File: src/bfc_pkg.sv
// Package: register map, field positions, codes and reset values
package bfc_pkg;
	// Register indices on the plain register port
	localparam logic [3:0] ADDR_CTRL = 4'h0;
	localparam logic [3:0] ADDR_CONF = 4'h1;
	localparam logic [3:0] ADDR_MASK_LOW = 4'h2;
	localparam logic [3:0] ADDR_MASK_HIGH = 4'h3;
	localparam logic [3:0] ADDR_STATUS = 4'h4;
	localparam logic [3:0] ADDR_SW_RESULT = 4'h5;
	localparam logic [3:0] ADDR_SENSE_RESULT = 4'h6;
	localparam logic [3:0] ADDR_BAL_RESULT = 4'h7;
	localparam logic [3:0] ADDR_DIAG_AUX = 4'h8;
	localparam logic [3:0] ADDR_AUX_RESULT = 4'h9;
	// Control register fields
	localparam int CTRL_SEL_LSB = 0;
	localparam int CTRL_GO_BIT = 3;
	localparam int CTRL_APPLY_BIT = 4;
	localparam int CTRL_SINK_LSB = 5;
	localparam int CTRL_PAUSE_BIT = 7;
	localparam int CTRL_THR_LSB = 8;
	// Configuration register fields
	localparam int CONF_AUX_SEL_LSB = 0;
	localparam int CONF_NUM_CELL_LSB = 8;
	// Status flag positions
	localparam int ST_SW_DONE = 0;
	localparam int ST_SENSE_DONE = 1;
	localparam int ST_BAL_DONE = 2;
	localparam int ST_AUX_READY = 3;
	localparam int ST_ABORT = 4;
	// Compare select codes
	localparam logic [2:0] SEL_SENSE_OPEN = 3'h2;
	localparam logic [2:0] SEL_BAL_OPEN = 3'h3;
	localparam logic [2:0] SEL_SWITCH = 3'h4;
	// Limits and reset values
	localparam logic [4:0] AUX_SEL_ALL = 5'h00;
	localparam logic [4:0] AUX_SEL_MAX = 5'h10;
	localparam logic [4:0] NUM_CELL_RESET = 5'h10;
	localparam logic [4:0] MAX_SWITCHES_ON = 5'h08;
	localparam logic [15:0] RESULT_ABORT = 16'hFFFF;
	localparam logic [15:0] AUX_DEFAULT = 16'h8000;
	localparam logic [10:0] THR_PAD = 11'h000;
	// Measurement carried from an ADC
	typedef struct packed {
		logic valid;
		logic [3:0] chan;
		logic [15:0] value;
	} bfc_meas_s;
	// Sequencer states
	typedef enum logic [0:0] {
		BFC_IDLE = 1'b0,
		BFC_RUN = 1'b1
	} bfc_state_e;
endpackage

File: src/bfc_check.sv
// Module: balance switch and open wire comparison sequencer
`timescale 1ns/1ps
// What this block does
// - Flag switch when aux not below half cell
// - Check only switches enabled in test mask
// - Set switch check done when finished
// - Pause release drops test switches, resumes balancing
// - Abort sets flags, loads results with ones
// - Abort with locked aux restores default
// - Refuse bad aux channel or selection
// - Refuse when either ADC not continuous
// - Refuse switch check while balancing unpaused
// - Abort on too many switches or three adjacent switches
// - Locked aux value goes to diag aux during switch and balance open checks
// - Compare main or aux results to threshold
// - Set sense or balance open done flag
// - Never copy main value to diag main
module bfc_check import bfc_pkg::*; (
	// Clock and reset
	input wire logic clk_in,
	input wire logic nrst_in,
	// Register port
	input wire logic [3:0] addr_in,
	input wire logic [15:0] wdata_in,
	input wire logic wr_in,
	input wire logic rd_in,
	output logic [15:0] rdata_out,
	// Measurement streams and ADC state
	input wire bfc_meas_s main_meas_in,
	input wire bfc_meas_s aux_meas_in,
	input wire logic main_on_in,
	input wire logic main_cont_in,
	input wire logic aux_on_in,
	input wire logic aux_cont_in,
	// Balancing
	input wire logic balance_active_in,
	input wire logic [15:0] balance_pattern_in,
	output logic [15:0] balance_switch_out,
	output logic [1:0] open_wire_sink_ctrl_out,
	output logic busy_out
);
	bfc_state_e state; // Sequencer state
	logic [2:0] sel; // Compare select field
	logic [3:0] open_wire_threshold; // Open wire threshold field
	logic [1:0] open_wire_sink_ctrl; // Sink and source control
	logic balance_pause; // Balancing paused
	logic [4:0] aux_sel; // Aux channel selection
	logic [4:0] num_cell; // Active cell count
	logic [15:0] test_mask; // Switch test mask
	logic [15:0] applied_mask; // Switches held on for the test
	logic [4:0] status; // Conversion status flags
	logic [15:0] switch_check_result; // Switch check fail bits
	logic [15:0] sense_open_result; // Sense pin fail bits
	logic [15:0] balance_open_result; // Balance pin fail bits
	logic [15:0] diag_aux_result; // Aux value used by the check
	logic [15:0] aux_channel_result; // Locked aux channel value
	logic [15:0] main_v [16]; // Latest main value per channel
	logic [2:0] run_sel; // Check being run
	logic [15:0] pending; // Channels still to compare
	logic [15:0] next_fail; // Fail bits built during a run
	logic go; // Start request
	logic [15:0] active_mask; // Channels below the cell count
	logic [15:0] sel_mask; // Channels the aux selection covers
	logic locked; // Aux locked on one channel
	logic [3:0] lock_ch; // Locked channel index
	logic sel_bad; // Selection gives no measurement
	logic adc_bad; // An ADC is off or single shot
	logic [4:0] on_count; // Switches enabled in the mask
	logic [15:0] adj3; // Three adjacent switches at a bit
	logic mask_bad; // Mask breaks the switch limits
	logic refuse; // Start refused
	logic [15:0] work_mask; // Channels a run compares
	logic [15:0] thr_full; // Threshold at measurement scale
	logic main_hit; // Main sample to compare now
	logic aux_hit; // Aux sample to compare now
	logic hit_fail; // Outcome of this comparison
	logic [3:0] hit_ch; // Channel being compared

	// Go is a write to control with the go bit while the sequencer is idle
	assign go = wr_in && addr_in == ADDR_CTRL && wdata_in[CTRL_GO_BIT]
		&& state == BFC_IDLE;

	// Decode the aux selection into channel masks
	always_comb begin
		locked = aux_sel != AUX_SEL_ALL && aux_sel <= AUX_SEL_MAX;
		lock_ch = 4'(aux_sel - 5'h01);
		active_mask = 16'((17'h00001 << num_cell) - 17'h00001);
		sel_mask = locked ? 16'(16'h0001 << lock_ch) : active_mask;
		sel_bad = aux_sel > AUX_SEL_MAX || num_cell == 5'h00
			|| (locked && aux_sel > num_cell);
		adc_bad = !main_on_in || !main_cont_in
			|| !aux_on_in || !aux_cont_in;
		thr_full = {1'b0, open_wire_threshold, THR_PAD};
	end

	// Adjacent triple detection, one term per starting switch
	genvar gi;
	generate
		for (gi = 0; gi < 14; gi++) begin : g_adj
			assign adj3[gi] = &test_mask[gi+2:gi];
		end
	endgenerate
	assign adj3[15:14] = 2'b00; // No triple can start at the top two

	// Count enabled switches and form the refusal
	always_comb begin
		on_count = 5'h00;
		for (int i = 0; i < 16; i++) begin
			on_count = on_count + 5'(test_mask[i]);
		end
		mask_bad = on_count > MAX_SWITCHES_ON || |adj3;
		refuse = sel_bad || adc_bad;
		if (wdata_in[2:0] == SEL_SWITCH) begin
			refuse = refuse || mask_bad
				|| (balance_active_in && !balance_pause);
		end
	end

	// Channel set for the run being started, from the written code
	always_comb begin
		case (wdata_in[2:0])
			SEL_SWITCH: work_mask = sel_mask & test_mask & active_mask;
			SEL_BAL_OPEN: work_mask = sel_mask & active_mask;
			default: work_mask = active_mask;
		endcase
	end

	// Per-sample comparison for the running check
	always_comb begin
		main_hit = state == BFC_RUN && run_sel == SEL_SENSE_OPEN
			&& main_meas_in.valid && pending[main_meas_in.chan];
		aux_hit = state == BFC_RUN && run_sel != SEL_SENSE_OPEN
			&& aux_meas_in.valid && pending[aux_meas_in.chan];
		hit_ch = main_hit ? main_meas_in.chan : aux_meas_in.chan;
		if (main_hit) begin
			hit_fail = main_meas_in.value < thr_full;
		end else if (run_sel == SEL_SWITCH) begin
			hit_fail = aux_meas_in.value
				>= {1'b0, main_v[aux_meas_in.chan][15:1]};
		end else begin
			hit_fail = aux_meas_in.value < thr_full;
		end
	end

	// Latest main value per channel
	generate
		for (gi = 0; gi < 16; gi++) begin : g_main
			always_ff @(posedge clk_in or negedge nrst_in) begin
				if (!nrst_in) begin
					main_v[gi] <= 16'h0000;
				end else if (main_meas_in.valid
					&& main_meas_in.chan == 4'(gi)) begin
					main_v[gi] <= main_meas_in.value;
				end
			end
		end
	endgenerate

	// Control and configuration registers
	always_ff @(posedge clk_in or negedge nrst_in) begin
		if (!nrst_in) begin
			sel <= 3'h0;
			open_wire_sink_ctrl <= 2'h0;
			balance_pause <= 1'b0;
			open_wire_threshold <= 4'h0;
			aux_sel <= AUX_SEL_ALL;
			num_cell <= NUM_CELL_RESET;
			test_mask <= 16'h0000;
		end else if (wr_in) begin
			case (addr_in)
				ADDR_CTRL: begin
					sel <= wdata_in[CTRL_SEL_LSB+:3];
					open_wire_sink_ctrl <= wdata_in[CTRL_SINK_LSB+:2];
					balance_pause <= wdata_in[CTRL_PAUSE_BIT];
					open_wire_threshold <= wdata_in[CTRL_THR_LSB+:4];
				end
				ADDR_CONF: begin
					aux_sel <= wdata_in[CONF_AUX_SEL_LSB+:5];
					num_cell <= wdata_in[CONF_NUM_CELL_LSB+:5];
				end
				ADDR_MASK_LOW: test_mask[7:0] <= wdata_in[7:0];
				ADDR_MASK_HIGH: test_mask[15:8] <= wdata_in[7:0];
				default: ;
			endcase
		end
	end

	// Test switches: applied on request, dropped when pause ends
	always_ff @(posedge clk_in or negedge nrst_in) begin
		if (!nrst_in) begin
			applied_mask <= 16'h0000;
		end else if (wr_in && addr_in == ADDR_CTRL) begin
			if (!wdata_in[CTRL_PAUSE_BIT] && balance_pause) begin
				applied_mask <= 16'h0000;
			end else if (wdata_in[CTRL_APPLY_BIT]) begin
				applied_mask <= test_mask;
			end
		end
	end

	// Paused balancing shows the test switches, else the pattern
	always_ff @(posedge clk_in or negedge nrst_in) begin
		if (!nrst_in) begin
			balance_switch_out <= 16'h0000;
			open_wire_sink_ctrl_out <= 2'h0;
		end else begin
			balance_switch_out <= balance_pause ? applied_mask
				: balance_pattern_in;
			open_wire_sink_ctrl_out <= open_wire_sink_ctrl;
		end
	end

	// Sequencer: start, compare per channel, finish or abort
	always_ff @(posedge clk_in or negedge nrst_in) begin
		if (!nrst_in) begin
			state <= BFC_IDLE;
			run_sel <= 3'h0;
			pending <= 16'h0000;
			next_fail <= 16'h0000;
		end else begin
			case (state)
				BFC_IDLE: begin
					if (go && !refuse && (wdata_in[2:0] == SEL_SWITCH
						|| wdata_in[2:0] == SEL_SENSE_OPEN
						|| wdata_in[2:0] == SEL_BAL_OPEN)) begin
						run_sel <= wdata_in[2:0];
						state <= BFC_RUN;
						pending <= work_mask;
						next_fail <= 16'h0000;
					end
				end
				BFC_RUN: begin
					if (pending == 16'h0000) begin
						state <= BFC_IDLE;
					end else if (main_hit || aux_hit) begin
						pending[hit_ch] <= 1'b0;
						next_fail[hit_ch] <= hit_fail;
					end
				end
				default: state <= BFC_IDLE;
			endcase
		end
	end

	// Results, diagnostic aux copy and status flags
	always_ff @(posedge clk_in or negedge nrst_in) begin
		if (!nrst_in) begin
			status <= 5'h00;
			switch_check_result <= 16'h0000;
			sense_open_result <= 16'h0000;
			balance_open_result <= 16'h0000;
			diag_aux_result <= AUX_DEFAULT;
			aux_channel_result <= AUX_DEFAULT;
		end else begin
			// Write one clears a flag; a set below wins
			if (wr_in && addr_in == ADDR_STATUS) begin
				status <= status & ~wdata_in[4:0];
			end
			if (aux_meas_in.valid && locked
				&& aux_meas_in.chan == lock_ch) begin
				aux_channel_result <= aux_meas_in.value;
				status[ST_AUX_READY] <= 1'b1;
			end
			if (aux_hit && locked && run_sel != SEL_SENSE_OPEN) begin
				diag_aux_result <= aux_meas_in.value;
			end
			if (go && refuse) begin
				status[ST_ABORT] <= 1'b1;
				status[ST_AUX_READY] <= 1'b1;
				if (locked) begin
					aux_channel_result <= AUX_DEFAULT;
				end
				case (wdata_in[2:0])
					SEL_SWITCH: begin
						status[ST_SW_DONE] <= 1'b1;
						switch_check_result <= RESULT_ABORT;
					end
					SEL_SENSE_OPEN: begin
						status[ST_SENSE_DONE] <= 1'b1;
						sense_open_result <= RESULT_ABORT;
					end
					SEL_BAL_OPEN: begin
						status[ST_BAL_DONE] <= 1'b1;
						balance_open_result <= RESULT_ABORT;
					end
					default: ;
				endcase
			end
			if (state == BFC_RUN && pending == 16'h0000) begin
				case (run_sel)
					SEL_SWITCH: begin
						status[ST_SW_DONE] <= 1'b1;
						switch_check_result <= next_fail;
					end
					SEL_SENSE_OPEN: begin
						status[ST_SENSE_DONE] <= 1'b1;
						sense_open_result <= next_fail;
					end
					default: begin
						status[ST_BAL_DONE] <= 1'b1;
						balance_open_result <= next_fail;
					end
				endcase
			end
		end
	end

	// Read data one cycle after the read strobe
	always_ff @(posedge clk_in or negedge nrst_in) begin
		if (!nrst_in) begin
			rdata_out <= 16'h0000;
		end else if (rd_in) begin
			case (addr_in)
				ADDR_CTRL: rdata_out <= {4'h0, open_wire_threshold,
					balance_pause, open_wire_sink_ctrl, 2'h0, sel};
				ADDR_CONF: rdata_out <= {3'h0, num_cell, 3'h0, aux_sel};
				ADDR_MASK_LOW: rdata_out <= {8'h00, test_mask[7:0]};
				ADDR_MASK_HIGH: rdata_out <= {8'h00, test_mask[15:8]};
				ADDR_STATUS: rdata_out <= {11'h000, status};
				ADDR_SW_RESULT: rdata_out <= switch_check_result;
				ADDR_SENSE_RESULT: rdata_out <= sense_open_result;
				ADDR_BAL_RESULT: rdata_out <= balance_open_result;
				ADDR_DIAG_AUX: rdata_out <= diag_aux_result;
				ADDR_AUX_RESULT: rdata_out <= aux_channel_result;
				default: rdata_out <= 16'h0000;
			endcase
		end else begin
			rdata_out <= 16'h0000;
		end
	end

	assign busy_out = state == BFC_RUN;
endmodule // bfc_check

File: config.mk
export PLATFORM = sky130hd
export DESIGN_NAME = bfc_check
export DESIGN_NICKNAME = d
export VERILOG_FILES = /design/src/bfc_pkg.sv /design/src/bfc_check.sv
export SDC_FILE = /design/constraint.sdc
export NUM_CORES = 1
export LEC_CHECK = 0
export ABC_AREA = 0
export CORE_ASPECT_RATIO = 1.1
export CORE_UTILIZATION = 35
export CTS_BUF_LIST = sky130_fd_sc_hd__clkbuf_2 sky130_fd_sc_hd__clkbuf_4 sky130_fd_sc_hd__clkbuf_8
export CTS_CLUSTER_SIZE = 30
export DETAILED_ROUTE_END_ITERATION = 6
export DONT_BUFFER_PORTS = 1
export PLACE_DENSITY = 0.51
export SYNTH_ARGS = -nofsm -noshare
export SYNTH_HDL_FRONTEND = slang
export SYNTH_SLANG_ARGS = --single-unit
File: constraint.sdc
create_clock -name clk_in -period 11.2 [get_ports clk_in]
set_clock_uncertainty 0.05 [all_clocks]
set_input_delay 3.36 -clock clk_in [delete_from_list [all_inputs] [get_ports clk_in]]
set_output_delay 3.36 -clock clk_in [all_outputs]
set_load 0.03 [all_outputs]
Word-level counts from Yosys, hierarchy flattened
Index checks and enable logic that the tools add are counted.
- register bits after elaboration: 463
- input bits: 87
- output and inout port bits: 35
- logic and storage cells: 260
- add/sub/neg operators: 17
- magnitude comparators: 12
- equal/unequal tests: 34
- shift-type cells: 2
- muxes and demuxes: 57
- bitwise gates (word level): 9
- reduce and logical (&&, ||, !) cells: 89
- operators with widths (operator ; count):
    $mux 16 ; 28
    $pmux 16 s10 ; 1
    $pmux 16 s2 ; 3
    $and 16x16->16 ; 4
    $bmux 16 s4 ; 1
    $add 5x1->5 ; 11
    $reduce_and 3->1 ; 15
    $eq 4x4->1 const B ; 10
    $logic_and 1x1->1 ; 39
    $eq 4x3->1 const B ; 8
    $lt 16x15->1 ; 2
    $bwmux 16 ; 1
    $eq 4x2->1 const B ; 4
    $ge 16x15->1 ; 1
    $logic_not 16->1 ; 1
    $not 16->16 ; 1
    $shl 1x4->16 const A ; 1
    $shl 1x5->16 const A ; 1
    $sub 16x1->16 const B ; 1
    $lt 4x5->1 const B ; 3
    $mux 1 ; 15
    $reduce_or 14->1 ; 1
    $logic_or 1x1->1 ; 12
    $reduce_and 2->1 ; 6
    35 further kinds ; 50

Depth between registers and ports, before layout
- depth in word-level cells: 25
- mapped depth: 18
- mapped depth without buffers: 16

Worst setup path before layout
No wires, ideal clock.
- path kind: input -> register
- start: input aux_meas_in[16] (netlist name)
- end: register next_fail[6]
- setup time: 130 ps
- data arrival time: 6805 ps
- data required time: 11020 ps
- setup slack: 4215 ps
- stages on the path: 14
- buffers on the path: 3
- path through: buf_2 -> buf_1 -> mux4_2 -> mux4_2 -> inv_1 -> ha_1 -> a211oi_1 -> nand2_1 -> a2111o_1 -> o31ai_1 -> o31ai_1 -> nand2b_1 -> buf_2 -> o22ai_1
- longest elaborated chain between the ends: 11
- elaborated cells between the ends (all ways): 23
- those cells by class: order compare: 3; eq/ne: 1; mux: 14; bitwise: 1; reduce/logical: 4
- RTL lines (element ; RTL line ; text):
    from (decl) ; bfc_check.sv:30 ; input wire bfc_meas_s aux_meas_in,
    $not 4->5 (not written as such) ; bfc_check.sv:139 ; >= {1'b0, main_v[aux_meas_in.chan][15:1]};
    $bmux 16 s4 ; bfc_check.sv:139 ;
    $mux 16 (not written as such) (2 in series) ; bfc_check.sv:139 ;
    $ge 16x15->1 ; bfc_check.sv:139 ;
    $mux 1 ; bfc_check.sv:137 ; end else if (run_sel == SEL_SWITCH) begin
    $mux 1 ; bfc_check.sv:135 ; if (main_hit) begin
    $bwmux 16 ; bfc_check.sv:237 ; next_fail[hit_ch] <= hit_fail;
    $mux 16 ; bfc_check.sv:235 ; end else if (main_hit || aux_hit) begin
    $mux 16 ; bfc_check.sv:233 ; if (pending == 16'h0000) begin
    $pmux 16 s2 ; bfc_check.sv:221 ; case (state)
    to (signal, indexed assignment) ; bfc_check.sv:237 ;
    to (decl) ; bfc_check.sv:60 ; logic [15:0] next_fail;
Parallel ways exist; a longest one is shown, timed or not. The select of a mux whose other input is x is not followed.
A chain may end at the register's enable or synchronous reset.

Final worst setup path
- start: input aux_meas_in[16] (netlist name)
- end: register next_fail[10]
Same word-level chain as after synthesis.

==> metrics.txt <==
synthesized cell area=21690 um^2; status=finished, violations left; first-pass GRT wire length=roughly 96000 um; routed len/inst=24.46 um; clk root buf=clkbuf_8; Synth async-reset ratio=100.0%; # Post-CTS Setup Buffers=0; die width=239.4 um; post-CTS sizing=0; final worst slack=approximately 5000 ps; drt first pass iters=5; layout cells sized above 1=33.51%; Worst-path clk slew=60 ps; CTS Hold Buffers Added=0; Layout area overhead=11.51%; clock latency on the worst-skew pair=a little under 700 ps; worst min-delay path category=reg -> reg; Setup WS pre-CTS=4330 ps; initial antenna violation count=4; Post-Synthesis Net Count=between 1500 and 2000; Post-DRT Antenna Nets=0; Die ar.=62980 um^2; critical path arrival=6710 ps; DP Wirelength=39880 um; hold_ws=377.5 ps; drt drc=0; vias=14210; leak pwr=between 0.01 and 0.015 uW; core area=61220 um^2; register area share after synthesis=51.58%; Crit Path Class=in -> reg; relative slew slack=-15.98%; Core Rows=95; Power Total=4928 uW; Hold Fails Final Rpt=0; fin. max-slew vios=135; setup TNS=0 ps; ys flop type=dfrtp_1; Power per Cell Area=about 200 nW/um^2; final setup fails=0; Pint=approximately 3400 uW; Worst Path Required=approximately 12000 ps; Fmax=0.1615 GHz; CTS buffer count=81; Max FO, Critical Path=72; clock sinks=between 400 and 500; Yosys cell types=70; input/output buffers=0; total global routing overflow=0; num ports=122; Peak VDD IR=~0.11 mV; Initial Util=between 30% and 40%; Yosys Warn Count=0; final critical-path share of the clock period=55.29%; syn_area_per_cell=12.88 um^2; final WL=62760 um; CTS tree=yes; Max-Cap Viols=0; Crit. End Element=register; maximum root-to-sink buffer count=3; area of the multi-input gates=9807 um^2; Switch Pwr=1479 uW; vias in the first global route=approximately 15000; Gate power share=between 20 and 25%; Die H=263.1 um; DR vias/cell=5.538; gpl congestion=0.8608; Net Sw Frac=a little under a third; DRT iter0 DRCs=around 900; worst-margin pin slew=between 1500 and 2000 ps; Clock Power Share=between 30% and 40%; Layout Cells excl Fill=roughly 2600; register area=roughly 11000 um^2; Seq pwr share=a little under half; failing checks=max-slew violations; H-tree depth=3; Yosys reg bits=between 400 and 500; gr usage total=20.48%; NumNets Final=1821; CP startpoint kind=primary input; FILL cells=5810; placed cells=around 2400; Gate Count Post-Synth=1684; largest net degree at the start of global routing=448; number of flops mapped to enable cells by yosys=0; RSZ-0062 raised after global routing=false; post-layout min period=6193 ps
power by group through the flow:
stage               Combinational, uW  Sequential [uW]  Clock, uW
finish                           1070             2280       1580
global route                     1210             2320       1700
CTS                              1080             2280       1620
detailed placement               1080             2310          0
global placement                 1030             2290          0
floorplan                         919             2170          0
layer usage:
metal / global-route usage, % / part of all wire [%] / routed length (um)
met5: 0 / 0.043 / 27
met4: 7.259 / 2.6 / 1638
met3: 4.142 / 5.7 / 3590
met2: 34.37 / 50 / 31180
met1: 26.07 / 42 / 26330
synthesized netlist by cell type, types with 29 or more instances:
master,number,area share [%]
clkbuf_1,84,1.5
a22oi_1,39,1.3
o22a_1,48,1.9
nand2_1,103,1.8
dfrtp_1,444,51
ha_1,39,2.2
inv_1,78,1.3
a21oi_1,29,0.67
o21ai_0,73,1.7
mux4_2,82,8.5
mux2_2,305,16
nor2_1,69,1.2
cell type report:
type | instances | share of cell area [%]
flip-flops and latches | 447 | 46.26
inverters | 78 | 1.210
repair buffers | 29 | 0.9000
clock buffers | 127 | 6.398
diodes | 2 | 0.02069
well taps | 824 | 4.262
multi-input cells | 1048 | 40.54
clock inverters | 11 | 0.4086
metrics by stage:
step / util, % / cell area [um^2]
floorplan: - / 21690
global placement: 36.82 / 22540
detailed placement: 36.82 / 22540
CTS: 39.51 / 24180
global route: 39.52 / 24190
finish: 39.52 / 24190
worst paths after layout:
path                                        start                         end  slack, ps  cells after the start
min reg2reg                open_wire_sink_ctrl[0]  open_wire_sink_ctrl_out[0]        380                      0
max reg2reg                          test_mask[7]        sense_open_result[6]       5280                     16
max                               aux_meas_in[16]               next_fail[10]       5010                     10
min in group asynchronous                 nrst_in             applied_mask[6]       2330                      0
min                        open_wire_sink_ctrl[0]  open_wire_sink_ctrl_out[0]        380                      0
max in group asynchronous                 nrst_in                  main_v[34]       7350                      0
layout by cell type, fill, tap and decap left out, types with 18 or more instances in the layout:
cell and instances:
inv_1 78, o22a_1 48, buf_4 29, ha_1 39, mux2_2 305, clkbuf_8 95, dfrtp_1 444, o21ai_0 72
a22oi_1 39, nand2_1 103, clkbuf_4 32, a31oi_1 18, nor3_1 19, mux4_2 82, a21oi_1 29, mux2i_1 24
nor2_1 57
registers in the layout, indices dropped and copies added (netlist names), 3 cells and up:
| name | flops |
|---|---|
| applied_mask | 16 |
| aux_channel_result | 16 |
| aux_sel | 5 |
| balance_open_result | 16 |
| balance_switch_out | 16 |
| diag_aux_result | 16 |
| main_v | 240 |
| next_fail | 16 |
| num_cell | 5 |
| open_wire_threshold | 4 |
| pending | 16 |
| rdata_out | 16 |
| run_sel | 3 |
| sel | 3 |
| sense_open_result | 16 |
| status | 5 |
| switch_check_result | 16 |
| test_mask | 16 |
logic make-up after synthesis:
group	count (synthesis)	share of synthesized area, %
DFF	447	51.58
muxes	413	25.64
AOI/OAI and AO/OA	297	9.737
and+or+nand+nor	280	6.085
buffers and inverters	189	3.415
adders and majority gates	49	3.172
xor gates and xnor gates	9	0.3634
critical path, stage by stage:
cell	delay [ps]
mux4_2	530
mux4_2	460
inv_1	150
ha_1	190
nand4_1	170
a311oi_1	420
o31ai_1	150
o31ai_1	460
nand2b_1	390
o21ai_0	300
No activity file was read; power rests on OpenSTA's default activity.
